`src/dccsr_consts.svh`:
```
// Register indices, field positions, reset values and bus answers
`ifndef DCCSR_CONSTS_SVH
`define DCCSR_CONSTS_SVH
// Register indices; byte address is four times the index
`define DCCSR_IDX_CODE 10'h010
`define DCCSR_IDX_GAIN 10'h011
`define DCCSR_IDX_ZERO 10'h012
`define DCCSR_IDX_STAT 10'h013
`define DCCSR_IDX_CTRL 10'h014
`define DCCSR_IDX_RST 10'h056
`define DCCSR_IDX_CONF 10'h057
// Reset values
`define DCCSR_CODE_RST 16'h0000
`define DCCSR_GAIN_RST 16'h0000
`define DCCSR_ZERO_RST 16'h0000
`define DCCSR_CTRL_RST 16'h0000
`define DCCSR_CONF_RST 16'h0000
// Data masks
`define DCCSR_LOW_RES_MASK 16'hFFF0
`define DCCSR_FULL_MASK 16'hFFFF
`define DCCSR_CTRL_WMASK 16'h9FF7
`define DCCSR_CONF_WMASK 16'h07BF
`define DCCSR_MIDSCALE 16'h8000
// Soft reset trigger bit
`define DCCSR_RST_BIT 0
// Control fields
`define DCCSR_CTRL_RANGE_MSB 2
`define DCCSR_CTRL_RANGE_LSB 0
`define DCCSR_CTRL_RAMP_EN 4
`define DCCSR_CTRL_STEP_MSB 7
`define DCCSR_CTRL_STEP_LSB 5
`define DCCSR_CTRL_RCLK_MSB 11
`define DCCSR_CTRL_RCLK_LSB 8
`define DCCSR_CTRL_OUT_EN 12
`define DCCSR_CTRL_CLR_BIT 15
// Configuration fields
`define DCCSR_CONF_SPAN_MSB 10
`define DCCSR_CONF_SPAN_LSB 9
`define DCCSR_CONF_DUAL 8
`define DCCSR_CONF_PULLDN 7
`define DCCSR_CONF_TRIM_EN 5
`define DCCSR_CONF_FCHK_EN 3
`define DCCSR_CONF_WDOG_EN 2
`define DCCSR_CONF_WDPD_MSB 1
`define DCCSR_CONF_WDPD_LSB 0
// Bus answers
`define DCCSR_RESP_OKAY 2'h0
`define DCCSR_RESP_SLVERR 2'h2
`endif

```
`src/dccsr_pkg.sv`:
```
// Types shared by the register bank
package dccsr_pkg;
  typedef enum logic [2:0] {
    DCCSR_REG_NONE = 3'b000,
    DCCSR_REG_CODE = 3'b001,
    DCCSR_REG_GAIN = 3'b010,
    DCCSR_REG_ZERO = 3'b011,
    DCCSR_REG_STAT = 3'b100,
    DCCSR_REG_CTRL = 3'b101,
    DCCSR_REG_CONF = 3'b110,
    DCCSR_REG_RST = 3'b111
  } dccsr_reg_e;
endpackage : dccsr_pkg

```
`src/dccsr_top.sv`:
```
// Output code, calibration, control and status register bank on AXI4-Lite
//
// Local design decision: the AXI4-Lite register port.
`timescale 1ns/1ps
`include "dccsr_consts.svh"

module dccsr_top #(
  parameter bit LOW_RES = 1'b0
) (
  // Clock and reset
  input wire logic mclk_i,
  input wire logic reset_i,
  // AXI4-Lite write channels
  input wire logic [11:0] s_axi_awaddr_i,
  input wire logic s_axi_awvalid_i,
  output logic s_axi_awready_o,
  input wire logic [31:0] s_axi_wdata_i,
  input wire logic [3:0] s_axi_wstrb_i,
  input wire logic s_axi_wvalid_i,
  output logic s_axi_wready_o,
  output logic [1:0] s_axi_bresp_o,
  output logic s_axi_bvalid_o,
  input wire logic s_axi_bready_i,
  // AXI4-Lite read channels
  input wire logic [11:0] s_axi_araddr_i,
  input wire logic s_axi_arvalid_i,
  output logic s_axi_arready_o,
  output logic [31:0] s_axi_rdata_o,
  output logic [1:0] s_axi_rresp_o,
  output logic s_axi_rvalid_o,
  input wire logic s_axi_rready_i,
  // Reports from engines on this clock
  input wire logic frame_check_fault_i,
  input wire logic watchdog_fault_i,
  input wire logic ramp_active_i,
  // Asynchronous monitor levels and clear pin
  input wire logic current_load_fault_i,
  input wire logic overtemp_fault_i,
  input wire logic clear_level_pin_i,
  // Code towards the converter core
  output logic [15:0] output_code_bits_o,
  output logic [15:0] trimmed_code_o,
  // Output steering
  output logic [2:0] voltage_range_o,
  output logic [1:0] current_range_o,
  output logic both_outputs_enable_o,
  output logic output_enable_o,
  output logic sense_node_pulldown_o,
  // Ramp, trim and supervision controls
  output logic ramp_enable_o,
  output logic [3:0] ramp_clock_select_o,
  output logic [2:0] ramp_step_select_o,
  output logic user_trim_enable_o,
  output logic frame_check_enable_o,
  output logic watchdog_enable_o,
  output logic [1:0] watchdog_period_o,
  output logic soft_reset_o
);

  localparam logic [15:0] DATA_MASK =
    LOW_RES ? `DCCSR_LOW_RES_MASK : `DCCSR_FULL_MASK;

  // Register index decode, shared by write and read paths
  function automatic dccsr_pkg::dccsr_reg_e fn_decode(
    input logic [9:0] idx
  );
    case (idx)
      `DCCSR_IDX_CODE: fn_decode = dccsr_pkg::DCCSR_REG_CODE;
      `DCCSR_IDX_GAIN: fn_decode = dccsr_pkg::DCCSR_REG_GAIN;
      `DCCSR_IDX_ZERO: fn_decode = dccsr_pkg::DCCSR_REG_ZERO;
      `DCCSR_IDX_STAT: fn_decode = dccsr_pkg::DCCSR_REG_STAT;
      `DCCSR_IDX_CTRL: fn_decode = dccsr_pkg::DCCSR_REG_CTRL;
      `DCCSR_IDX_CONF: fn_decode = dccsr_pkg::DCCSR_REG_CONF;
      `DCCSR_IDX_RST: fn_decode = dccsr_pkg::DCCSR_REG_RST;
      default: fn_decode = dccsr_pkg::DCCSR_REG_NONE;
    endcase
  endfunction : fn_decode

  // Byte-lane merge of the low half word
  function automatic logic [15:0] fn_merge(
    input logic [15:0] old,
    input logic [31:0] d,
    input logic [3:0] s
  );
    fn_merge = {s[1] ? d[15:8] : old[15:8], s[0] ? d[7:0] : old[7:0]};
  endfunction : fn_merge

  // Clear value: midscale for voltage ranges when selected, else zero
  function automatic logic [15:0] fn_clear(
    input logic [2:0] range,
    input logic sel
  );
    fn_clear = (sel && !range[2]) ? `DCCSR_MIDSCALE : `DCCSR_CODE_RST;
  endfunction : fn_clear

  // Bus state
  logic aw_held_ff;
  logic [9:0] aw_idx_ff;
  logic w_held_ff;
  logic [31:0] wdata_ff;
  logic [3:0] wstrb_ff;
  logic bvalid_ff;
  logic [1:0] bresp_ff;
  logic rvalid_ff;
  logic [31:0] rdata_ff;
  logic [1:0] rresp_ff;
  // Register contents
  logic [15:0] code_ff;
  logic [15:0] gain_ff;
  logic [15:0] zero_ff;
  logic [15:0] ctrl_ff;
  logic [15:0] conf_ff;
  logic [15:0] trimmed_ff;
  logic [1:0] cur_range_ff;
  logic soft_reset_ff;
  // Status flags
  logic crc_flag_ff;
  logic wd_flag_ff;
  logic iload_flag_ff;
  logic ramp_flag_ff;
  logic temp_flag_ff;
  // Synchronisers for asynchronous levels
  logic [2:0] sync1_ff;
  logic [2:0] sync2_ff;

  // Two-flop synchronisers, one per asynchronous input
  wire [2:0] async_in =
    {clear_level_pin_i, current_load_fault_i, overtemp_fault_i};
  genvar gi;
  generate
    for (gi = 0; gi < 3; gi++) begin : g_sync
      always_ff @(posedge mclk_i) begin
        sync1_ff[gi] <= reset_i ? 1'b0 : async_in[gi];
        sync2_ff[gi] <= reset_i ? 1'b0 : sync1_ff[gi];
      end
    end
  endgenerate
  wire temp_sync = sync2_ff[0];
  wire iload_sync = sync2_ff[1];
  wire clr_pin_sync = sync2_ff[2];

  // Write path decode
  wire wr_do = aw_held_ff && w_held_ff && !bvalid_ff;
  wire dccsr_pkg::dccsr_reg_e wr_sel = fn_decode(aw_idx_ff);
  wire wr_code = wr_do && (wr_sel == dccsr_pkg::DCCSR_REG_CODE);
  wire wr_gain = wr_do && (wr_sel == dccsr_pkg::DCCSR_REG_GAIN);
  wire wr_zero = wr_do && (wr_sel == dccsr_pkg::DCCSR_REG_ZERO);
  wire wr_ctrl = wr_do && (wr_sel == dccsr_pkg::DCCSR_REG_CTRL);
  wire wr_conf = wr_do && (wr_sel == dccsr_pkg::DCCSR_REG_CONF);
  wire wr_rst = wr_do && (wr_sel == dccsr_pkg::DCCSR_REG_RST);
  wire wr_bad = wr_sel == dccsr_pkg::DCCSR_REG_NONE;
  wire soft_req = wr_rst && wstrb_ff[0] &&
    wdata_ff[`DCCSR_RST_BIT];
  wire [15:0] wr_merged_code =
    fn_merge(code_ff, wdata_ff, wstrb_ff) & DATA_MASK;
  wire [15:0] wr_merged_gain =
    fn_merge(gain_ff, wdata_ff, wstrb_ff) & DATA_MASK;
  wire [15:0] wr_merged_zero =
    fn_merge(zero_ff, wdata_ff, wstrb_ff) & DATA_MASK;
  wire [15:0] new_ctrl =
    fn_merge(ctrl_ff, wdata_ff, wstrb_ff) & `DCCSR_CTRL_WMASK;
  wire [15:0] new_conf =
    fn_merge(conf_ff, wdata_ff, wstrb_ff) & `DCCSR_CONF_WMASK;
  wire [2:0] new_range =
    new_ctrl[`DCCSR_CTRL_RANGE_MSB:`DCCSR_CTRL_RANGE_LSB];
  wire [2:0] cur_range =
    ctrl_ff[`DCCSR_CTRL_RANGE_MSB:`DCCSR_CTRL_RANGE_LSB];
  wire range_chg = wr_ctrl && (new_range != cur_range);
  wire clear_level_pin = clr_pin_sync || new_ctrl[`DCCSR_CTRL_CLR_BIT];
  wire [15:0] clear_code = fn_clear(new_range, clear_level_pin) & DATA_MASK;

  // Bus handshakes
  assign s_axi_awready_o = !aw_held_ff;
  assign s_axi_wready_o = !w_held_ff;
  assign s_axi_arready_o = !rvalid_ff;
  assign s_axi_bvalid_o = bvalid_ff;
  assign s_axi_bresp_o = bresp_ff;
  assign s_axi_rvalid_o = rvalid_ff;
  assign s_axi_rdata_o = rdata_ff;
  assign s_axi_rresp_o = rresp_ff;

  // Write address and data are held until both are present
  always_ff @(posedge mclk_i) begin
    if (reset_i) begin
      aw_held_ff <= 1'b0;
      aw_idx_ff <= 10'h000;
      w_held_ff <= 1'b0;
      wdata_ff <= 32'h00000000;
      wstrb_ff <= 4'h0;
    end else begin
      if (s_axi_awvalid_i && !aw_held_ff) begin
        aw_held_ff <= 1'b1;
        aw_idx_ff <= s_axi_awaddr_i[11:2];
      end else if (wr_do) begin
        aw_held_ff <= 1'b0;
      end
      if (s_axi_wvalid_i && !w_held_ff) begin
        w_held_ff <= 1'b1;
        wdata_ff <= s_axi_wdata_i;
        wstrb_ff <= s_axi_wstrb_i;
      end else if (wr_do) begin
        w_held_ff <= 1'b0;
      end
    end
  end

  // Write response; unmapped indices answer SLVERR
  always_ff @(posedge mclk_i) begin
    if (reset_i) begin
      bvalid_ff <= 1'b0;
      bresp_ff <= `DCCSR_RESP_OKAY;
    end else if (wr_do) begin
      bvalid_ff <= 1'b1;
      bresp_ff <= wr_bad ? `DCCSR_RESP_SLVERR : `DCCSR_RESP_OKAY;
    end else if (s_axi_bready_i) begin
      bvalid_ff <= 1'b0;
    end
  end

  // Read data selection
  wire dccsr_pkg::dccsr_reg_e rd_sel = fn_decode(s_axi_araddr_i[11:2]);
  wire [15:0] status_word = {11'h000, crc_flag_ff, wd_flag_ff,
    iload_flag_ff, ramp_flag_ff, temp_flag_ff};
  logic [15:0] rd_word;
  always_comb begin
    case (rd_sel)
      dccsr_pkg::DCCSR_REG_CODE: rd_word = code_ff;
      dccsr_pkg::DCCSR_REG_GAIN: rd_word = gain_ff;
      dccsr_pkg::DCCSR_REG_ZERO: rd_word = zero_ff;
      dccsr_pkg::DCCSR_REG_STAT: rd_word = status_word;
      dccsr_pkg::DCCSR_REG_CTRL: rd_word = ctrl_ff;
      dccsr_pkg::DCCSR_REG_CONF: rd_word = conf_ff;
      dccsr_pkg::DCCSR_REG_RST: rd_word = {15'h0000, soft_reset_ff};
      default: rd_word = 16'h0000;
    endcase
  end

  // Read response registered one cycle after the address is taken
  always_ff @(posedge mclk_i) begin
    if (reset_i) begin
      rvalid_ff <= 1'b0;
      rdata_ff <= 32'h00000000;
      rresp_ff <= `DCCSR_RESP_OKAY;
    end else if (s_axi_arvalid_i && !rvalid_ff) begin
      rvalid_ff <= 1'b1;
      rdata_ff <= {16'h0000, rd_word};
      rresp_ff <= (rd_sel == dccsr_pkg::DCCSR_REG_NONE) ?
        `DCCSR_RESP_SLVERR : `DCCSR_RESP_OKAY;
    end else if (s_axi_rready_i) begin
      rvalid_ff <= 1'b0;
    end
  end

  // Output code: soft reset, direct write, or clear on range change
  logic [15:0] nxt_code;
  always_comb begin
    nxt_code = code_ff;
    if (soft_reset_ff) begin
      nxt_code = `DCCSR_CODE_RST;
    end else if (wr_code) begin
      nxt_code = wr_merged_code;
    end else if (range_chg) begin
      nxt_code = clear_code;
    end
  end

  // Soft reset trigger lasts one cycle and clears itself
  always_ff @(posedge mclk_i) begin
    if (reset_i) begin
      soft_reset_ff <= 1'b0;
    end else begin
      soft_reset_ff <= soft_req && !soft_reset_ff;
    end
  end

  // Code, trims, control and configuration storage
  always_ff @(posedge mclk_i) begin
    if (reset_i) begin
      code_ff <= `DCCSR_CODE_RST;
      gain_ff <= `DCCSR_GAIN_RST;
      zero_ff <= `DCCSR_ZERO_RST;
      ctrl_ff <= `DCCSR_CTRL_RST;
      conf_ff <= `DCCSR_CONF_RST;
    end else begin
      code_ff <= nxt_code;
      if (soft_reset_ff) begin
        gain_ff <= `DCCSR_GAIN_RST;
        zero_ff <= `DCCSR_ZERO_RST;
        ctrl_ff <= `DCCSR_CTRL_RST;
        conf_ff <= `DCCSR_CONF_RST;
      end else begin
        if (wr_gain) gain_ff <= wr_merged_gain;
        if (wr_zero) zero_ff <= wr_merged_zero;
        if (wr_ctrl) ctrl_ff <= new_ctrl;
        if (wr_conf) conf_ff <= new_conf;
      end
    end
  end

  // Fault and ramp flags; pulse events stick, levels track the monitor
  wire nxt_crc = frame_check_fault_i ||
    (crc_flag_ff && !soft_reset_ff);
  wire nxt_wd = watchdog_fault_i ||
    (wd_flag_ff && !soft_reset_ff);
  always_ff @(posedge mclk_i) begin
    if (reset_i) begin
      crc_flag_ff <= 1'b0;
      wd_flag_ff <= 1'b0;
      iload_flag_ff <= 1'b0;
      ramp_flag_ff <= 1'b0;
      temp_flag_ff <= 1'b0;
    end else begin
      crc_flag_ff <= nxt_crc;
      wd_flag_ff <= nxt_wd;
      iload_flag_ff <= iload_sync && !soft_reset_ff;
      ramp_flag_ff <= ramp_active_i;
      temp_flag_ff <= temp_sync && !soft_reset_ff;
    end
  end

  // Gain and zero trim: code times (1 + gain/65536) plus signed zero
  wire [16:0] gain_scale = 17'h10000 + {1'b0, gain_ff};
  wire [32:0] trim_prod = {17'h00000, code_ff} * {16'h0000, gain_scale};
  wire [18:0] trim_sum = {2'b00, trim_prod[32:16]} +
    {{3{zero_ff[15]}}, zero_ff};
  wire [15:0] trim_sat = trim_sum[18] ? 16'h0000 :
    (|trim_sum[17:16]) ? 16'hFFFF : trim_sum[15:0];
  wire trim_en = conf_ff[`DCCSR_CONF_TRIM_EN];
  wire dual_en = conf_ff[`DCCSR_CONF_DUAL];

  // Trimmed code and current range are registered for the core
  always_ff @(posedge mclk_i) begin
    if (reset_i) begin
      trimmed_ff <= `DCCSR_CODE_RST;
      cur_range_ff <= 2'h0;
    end else begin
      trimmed_ff <= (trim_en ? trim_sat : code_ff) & DATA_MASK;
      cur_range_ff <= dual_en ?
        conf_ff[`DCCSR_CONF_SPAN_MSB:`DCCSR_CONF_SPAN_LSB] :
        cur_range[1:0];
    end
  end

  // Register fields driven to the core
  assign output_code_bits_o = code_ff;
  assign trimmed_code_o = trimmed_ff;
  assign voltage_range_o = cur_range;
  assign current_range_o = cur_range_ff;
  assign both_outputs_enable_o = dual_en;
  assign output_enable_o = ctrl_ff[`DCCSR_CTRL_OUT_EN];
  assign sense_node_pulldown_o = conf_ff[`DCCSR_CONF_PULLDN];
  assign ramp_enable_o = ctrl_ff[`DCCSR_CTRL_RAMP_EN];
  assign ramp_clock_select_o =
    ctrl_ff[`DCCSR_CTRL_RCLK_MSB:`DCCSR_CTRL_RCLK_LSB];
  assign ramp_step_select_o =
    ctrl_ff[`DCCSR_CTRL_STEP_MSB:`DCCSR_CTRL_STEP_LSB];
  assign user_trim_enable_o = trim_en;
  assign frame_check_enable_o = conf_ff[`DCCSR_CONF_FCHK_EN];
  assign watchdog_enable_o = conf_ff[`DCCSR_CONF_WDOG_EN];
  assign watchdog_period_o =
    conf_ff[`DCCSR_CONF_WDPD_MSB:`DCCSR_CONF_WDPD_LSB];
  assign soft_reset_o = soft_reset_ff;
endmodule : dccsr_top

```
`config.mk`:
```
export PLATFORM = sky130hd
export DESIGN_NAME = dccsr_top
export DESIGN_NICKNAME = d
export VERILOG_FILES = /design/src/dccsr_pkg.sv /design/src/dccsr_top.sv
export VERILOG_INCLUDE_DIRS = /design/src
export SDC_FILE = /design/constraint.sdc
export NUM_CORES = 1
export LEC_CHECK = 0
export ABC_CLOCK_PERIOD_IN_PS = 9150
export BUFFER_PORTS_ARGS = -buffer_cell sky130_fd_sc_hd__buf_2
export CAP_MARGIN = 20
export CORE_MARGIN = 5
export CORE_UTILIZATION = 61
export CTS_CLUSTER_SIZE = 14
export DETAILED_ROUTE_END_ITERATION = 6
export PLACE_DENSITY = 0.79
export SLEW_MARGIN = 20
export SYNTH_ARGS = -nofsm -noshare
export SYNTH_HDL_FRONTEND = slang
export SYNTH_SLANG_ARGS = --single-unit
```
`constraint.sdc`:
```
create_clock -name mclk_i -period 9.15 [get_ports mclk_i]
set_input_delay 1.3725 -clock mclk_i [delete_from_list [all_inputs] [get_ports mclk_i]]
set_output_delay 1.3725 -clock mclk_i [all_outputs]
set_load 0.02 [all_outputs]
```
==> impl_metrics.json <==
{
  "io_pins": 168,
  "ys_seq_area_frac": 0.196,
  "ys_top_cells_by_area": "fa_1 27%, dfxtp_1 20%, ha_1 9.7%",
  "max_freq_mhz": 115,
  "drcViolationCount": 0,
  "drv_cap": 0,
  "wl_met2_um": 19700,
  "drtPass1Iterations": 6,
  "post_route_cells_drive_above_1_share": 0.122,
  "drtIter0Drc": 1155,
  "swShare": 0.240,
  "nets": 2240,
  "cts_buffers": 17,
  "wl_met1_um": 15600,
  "combPwrFrac": 0.052,
  "area_growth_pct": 9.03,
  "num_rows": 58,
  "finalCritPeriodShare": 0.950,
  "status": "finished, final reports clean",
  "synth_flop_cell": "dfxtp_1",
  "clockBufferDepth": 2,
  "clk_latency_ps": 430,
  "rrSetupSlack_ps": 460,
  "num_vias": 12600,
  "hold_viol": 0,
  "place_inst": 2150,
  "slew_violations": 0,
  "start_util": 0.617,
  "setup_viol": 0,
  "maxUsedRoutingLayer": "met5",
  "syn_inst": 1761,
  "final_antenna_net_count": 0,
  "die_h_um": 169,
  "crit_slowest_cell": "dfxtp_1",
  "antenna_found_initial": 1,
  "multi_input_area_um2": 10900,
  "rsz0062_at_grt": "no",
  "port_buffers": 127,
  "total_power_uw": 1450,
  "setup_tns_ps": 0,
  "wl_met3_um": 3130,
  "num-fill-cells": 2034,
  "netlist.area_leader.share": 0.270,
  "via_per_inst": 5.79,
  "root_buffer": "clkbuf_16",
  "clk_pin_slew_worst_paths_ps": 60,
  "critPathKind": "register to register",
  "grt_pass1_vias": 13000,
  "p_seq_frac": 0.473,
  "clkPwrFrac": 0.474,
  "synth-edff-count": 0,
  "r2r_end": "trimmed_code_o[14]",
  "worstSetupStartpoint": "gain_ff[8]",
  "worstReg2RegStart": "gain_ff[8]",
  "grtUsageTotal": 0.288,
  "routedWlPerCell_um": 18.6,
  "dieArea_um2": 28600,
  "grt_max_degree": 66,
  "cts.htree.levels": 4,
  "worst_pin_slew_ps": 1040,
  "arrival_ps": 8990,
  "cts.sinks": 151,
  "overflow": 0,
  "irDropWorstVdd_mv": 0.155,
  "cp_max_fo": 16,
  "cp_slowest_stage_delay_ps": 740,
  "grt_pass1_wl_um": 66100,
  "avgSynthCellArea_um2": 8.77,
  "switching_power_uw": 347,
  "core_um2": 25000,
  "leakagePower_uw": 0.00852,
  "power_density_nw_per_um2": 86.0,
  "synth_seq_cells": 151,
  "synthArstFlopShare": 0,
  "gp_congestion": 0.971,
  "crit_path_start_kind": "register",
  "p_int_uw": 1100,
  "synthDistinctLibCells": 69,
  "die_w_um": 169,
  "hp-class": "register to register",
  "reg2reg_depth": 30,
  "cp.required_ps": 9450,
  "seq_area_um2": 3030,
  "yosysTopAreaCell": "fa_1",
  "fin_cells": 2180,
  "fin_crit_ps": 8690,
  "place_hpwl_um": 31200,
  "crit_end": "trimmed_code_o[14]",
  "synth_area_um2": 15400,
  "worstSetupEndpointType": "register",
  "finClkSkew_ps": 9.03,
  "critPathMostFrequentCell": "fa_1",
  "maxSlewHeadroom": 0.307,
  "diodes": 0,
  "tritoncts": "built",
  "finalWirelength_um": 40500,
  "synth_warnings": 0
}
-- worst min path at each step --
stage                     from       endpoint  slack, ps  depth (start not counted)
global placement     temp_sync   temp_flag_ff        410                          1
floorplan           iload_sync  iload_flag_ff        410                          1
CTS                 iload_sync  iload_flag_ff        430                          1
detailed placement  iload_sync  iload_flag_ff        410                          1
finish              iload_sync  iload_flag_ff        420                          1
global route        iload_sync  iload_flag_ff        440                          1
-- power by group through the flow --
stage | combinational [uW] | clock, uW | sequential (uW)
after global routing | 83.2 | 718 | 686
after floorplan | 58.7 | 0 | 692
after global placement | 72.9 | 0 | 699
after CTS | 75.1 | 688 | 685
after detailed placement | 74.6 | 0 | 699
final | 75.8 | 687 | 685
-- logic make-up (layout without fill, tap and decap cells) --
logic type                 count (synthesis)  in the layout  synth area share
AOI/OAI and AO/OA                        226            226             0.100
xor gates and xnor gates                  31             31            0.0176
adders and majority gates                328            328             0.367
buffers and inverters                    380            452             0.101
DFF                                      151            151             0.196
muxes                                     60             60            0.0399
other                                      1             18          0.000243
and+or+nand+nor                          584            584             0.179
-- cell type report --
class	count	area share
clock buffers	20	0.0265
repair buffers	168	0.0560
flip-flops and latches	151	0.180
clock inverters	10	0.00728
inverters	254	0.0566
well taps	330	0.0245
multi-input cells	1247	0.649
-- routing by layer --
layer	up-vias	GRT usage
met5	-	0
met3	151	0.0507
li1	5723	-
met1	6148	0.364
met2	592	0.488
met4	2	0.128
-- timing repair --
action / 4_1_cts / 5_1_grt
hold buffers: 0 / 0
setup endpoints to repair: 0 / 16
hold endpoints to repair: 0 / 0
setup buffers: 0 / 0
resized for setup: 0 / 2
-- Yosys cell counts, drive strengths merged, types with 3 or more instances --
master and instances:
o21a 4, inv 254, a31oi 3, o21ai 21, xnor2 14, and3 11, a221o 16, nor3 16
ha 120, mux2i 57, nand3 43, a221oi 4, nor2 104, a211oi 7, and2 116, a211o 3
or3 3, nand4 5, o21bai 4, nor2b 17, a222oi 9, fa 208, a22o 8, a22oi 3
a21oi 105, buf 44, dfxtp 151, nand2 254, clkbuf 82, xor2 17, nand2b 4, a21o 18
o211ai 3
-- metrics by stage --
step | area, um2 | setup WS, ps | utilization | hold slack (ps)
2_1_floorplan | 15500 | 844 | - | 406
3_3_place_gp | 16300 | 553 | 0.650 | 413
3_5_place_dp | 16300 | 432 | 0.650 | 412
4_1_cts | 16800 | 405 | 0.672 | 427
5_1_grt | 16800 | 68.9 | 0.673 | 442
6_report | 16800 | 459 | 0.673 | 424
-- layout by cell type (no fill, tap or decap), types with 5 or more instances in the layout --
| master | netlist | routed |
|---|---|---|
| fa_1 | 208 | 208 |
| o21ai_0 | 19 | 19 |
| nand3_1 | 42 | 42 |
| conb_1 | 1 | 18 |
| dfxtp_1 | 151 | 149 |
| nand2_1 | 253 | 253 |
| ha_1 | 120 | 120 |
| a211oi_1 | 7 | 7 |
| xnor2_1 | 14 | 14 |
| clkbuf_16 | 0 | 17 |
| nand4_1 | 5 | 5 |
| nor2_1 | 104 | 103 |
| inv_1 | 254 | 254 |
| a222oi_1 | 9 | 9 |
| xor2_1 | 17 | 17 |
| buf_2 | 5 | 127 |
| nor2b_1 | 16 | 16 |
| and3_1 | 10 | 10 |
| nor3_1 | 13 | 13 |
| a21oi_1 | 103 | 103 |
| a221o_1 | 16 | 16 |
| a22o_1 | 8 | 8 |
| buf_4 | 30 | 41 |
| a21o_1 | 18 | 18 |
| mux2i_1 | 57 | 57 |
| and2_1 | 116 | 116 |
-- critical path, delay by kind of cell, from the launching register on --
| kind | cells | cell delay [ps] |
|---|---|---|
| AOI/OAI and AO/OA | 11 | 2830 |
| adders and majority gates | 8 | 3500 |
| buffers and inverters | 5 | 410 |
| DFF | 1 | 740 |
| xor gates and xnor gates | 1 | 130 |
| and+or+nand+nor | 5 | 920 |
-- sequential cells by signal, indices dropped and copies added, names as in the netlist, 2 cells and up --
name	count
gain_ff	16
output_code_bits_o	16
s_axi_rdata_o	16
trimmed_code_o	16
wdata_ff	16
zero_ff	16
ctrl_ff	13
aw_idx_ff	10
conf_ff	10
sync1_ff	3
current_range_o	2
wstrb_ff	2
Note: power is estimated with default switching activity, not from simulation.
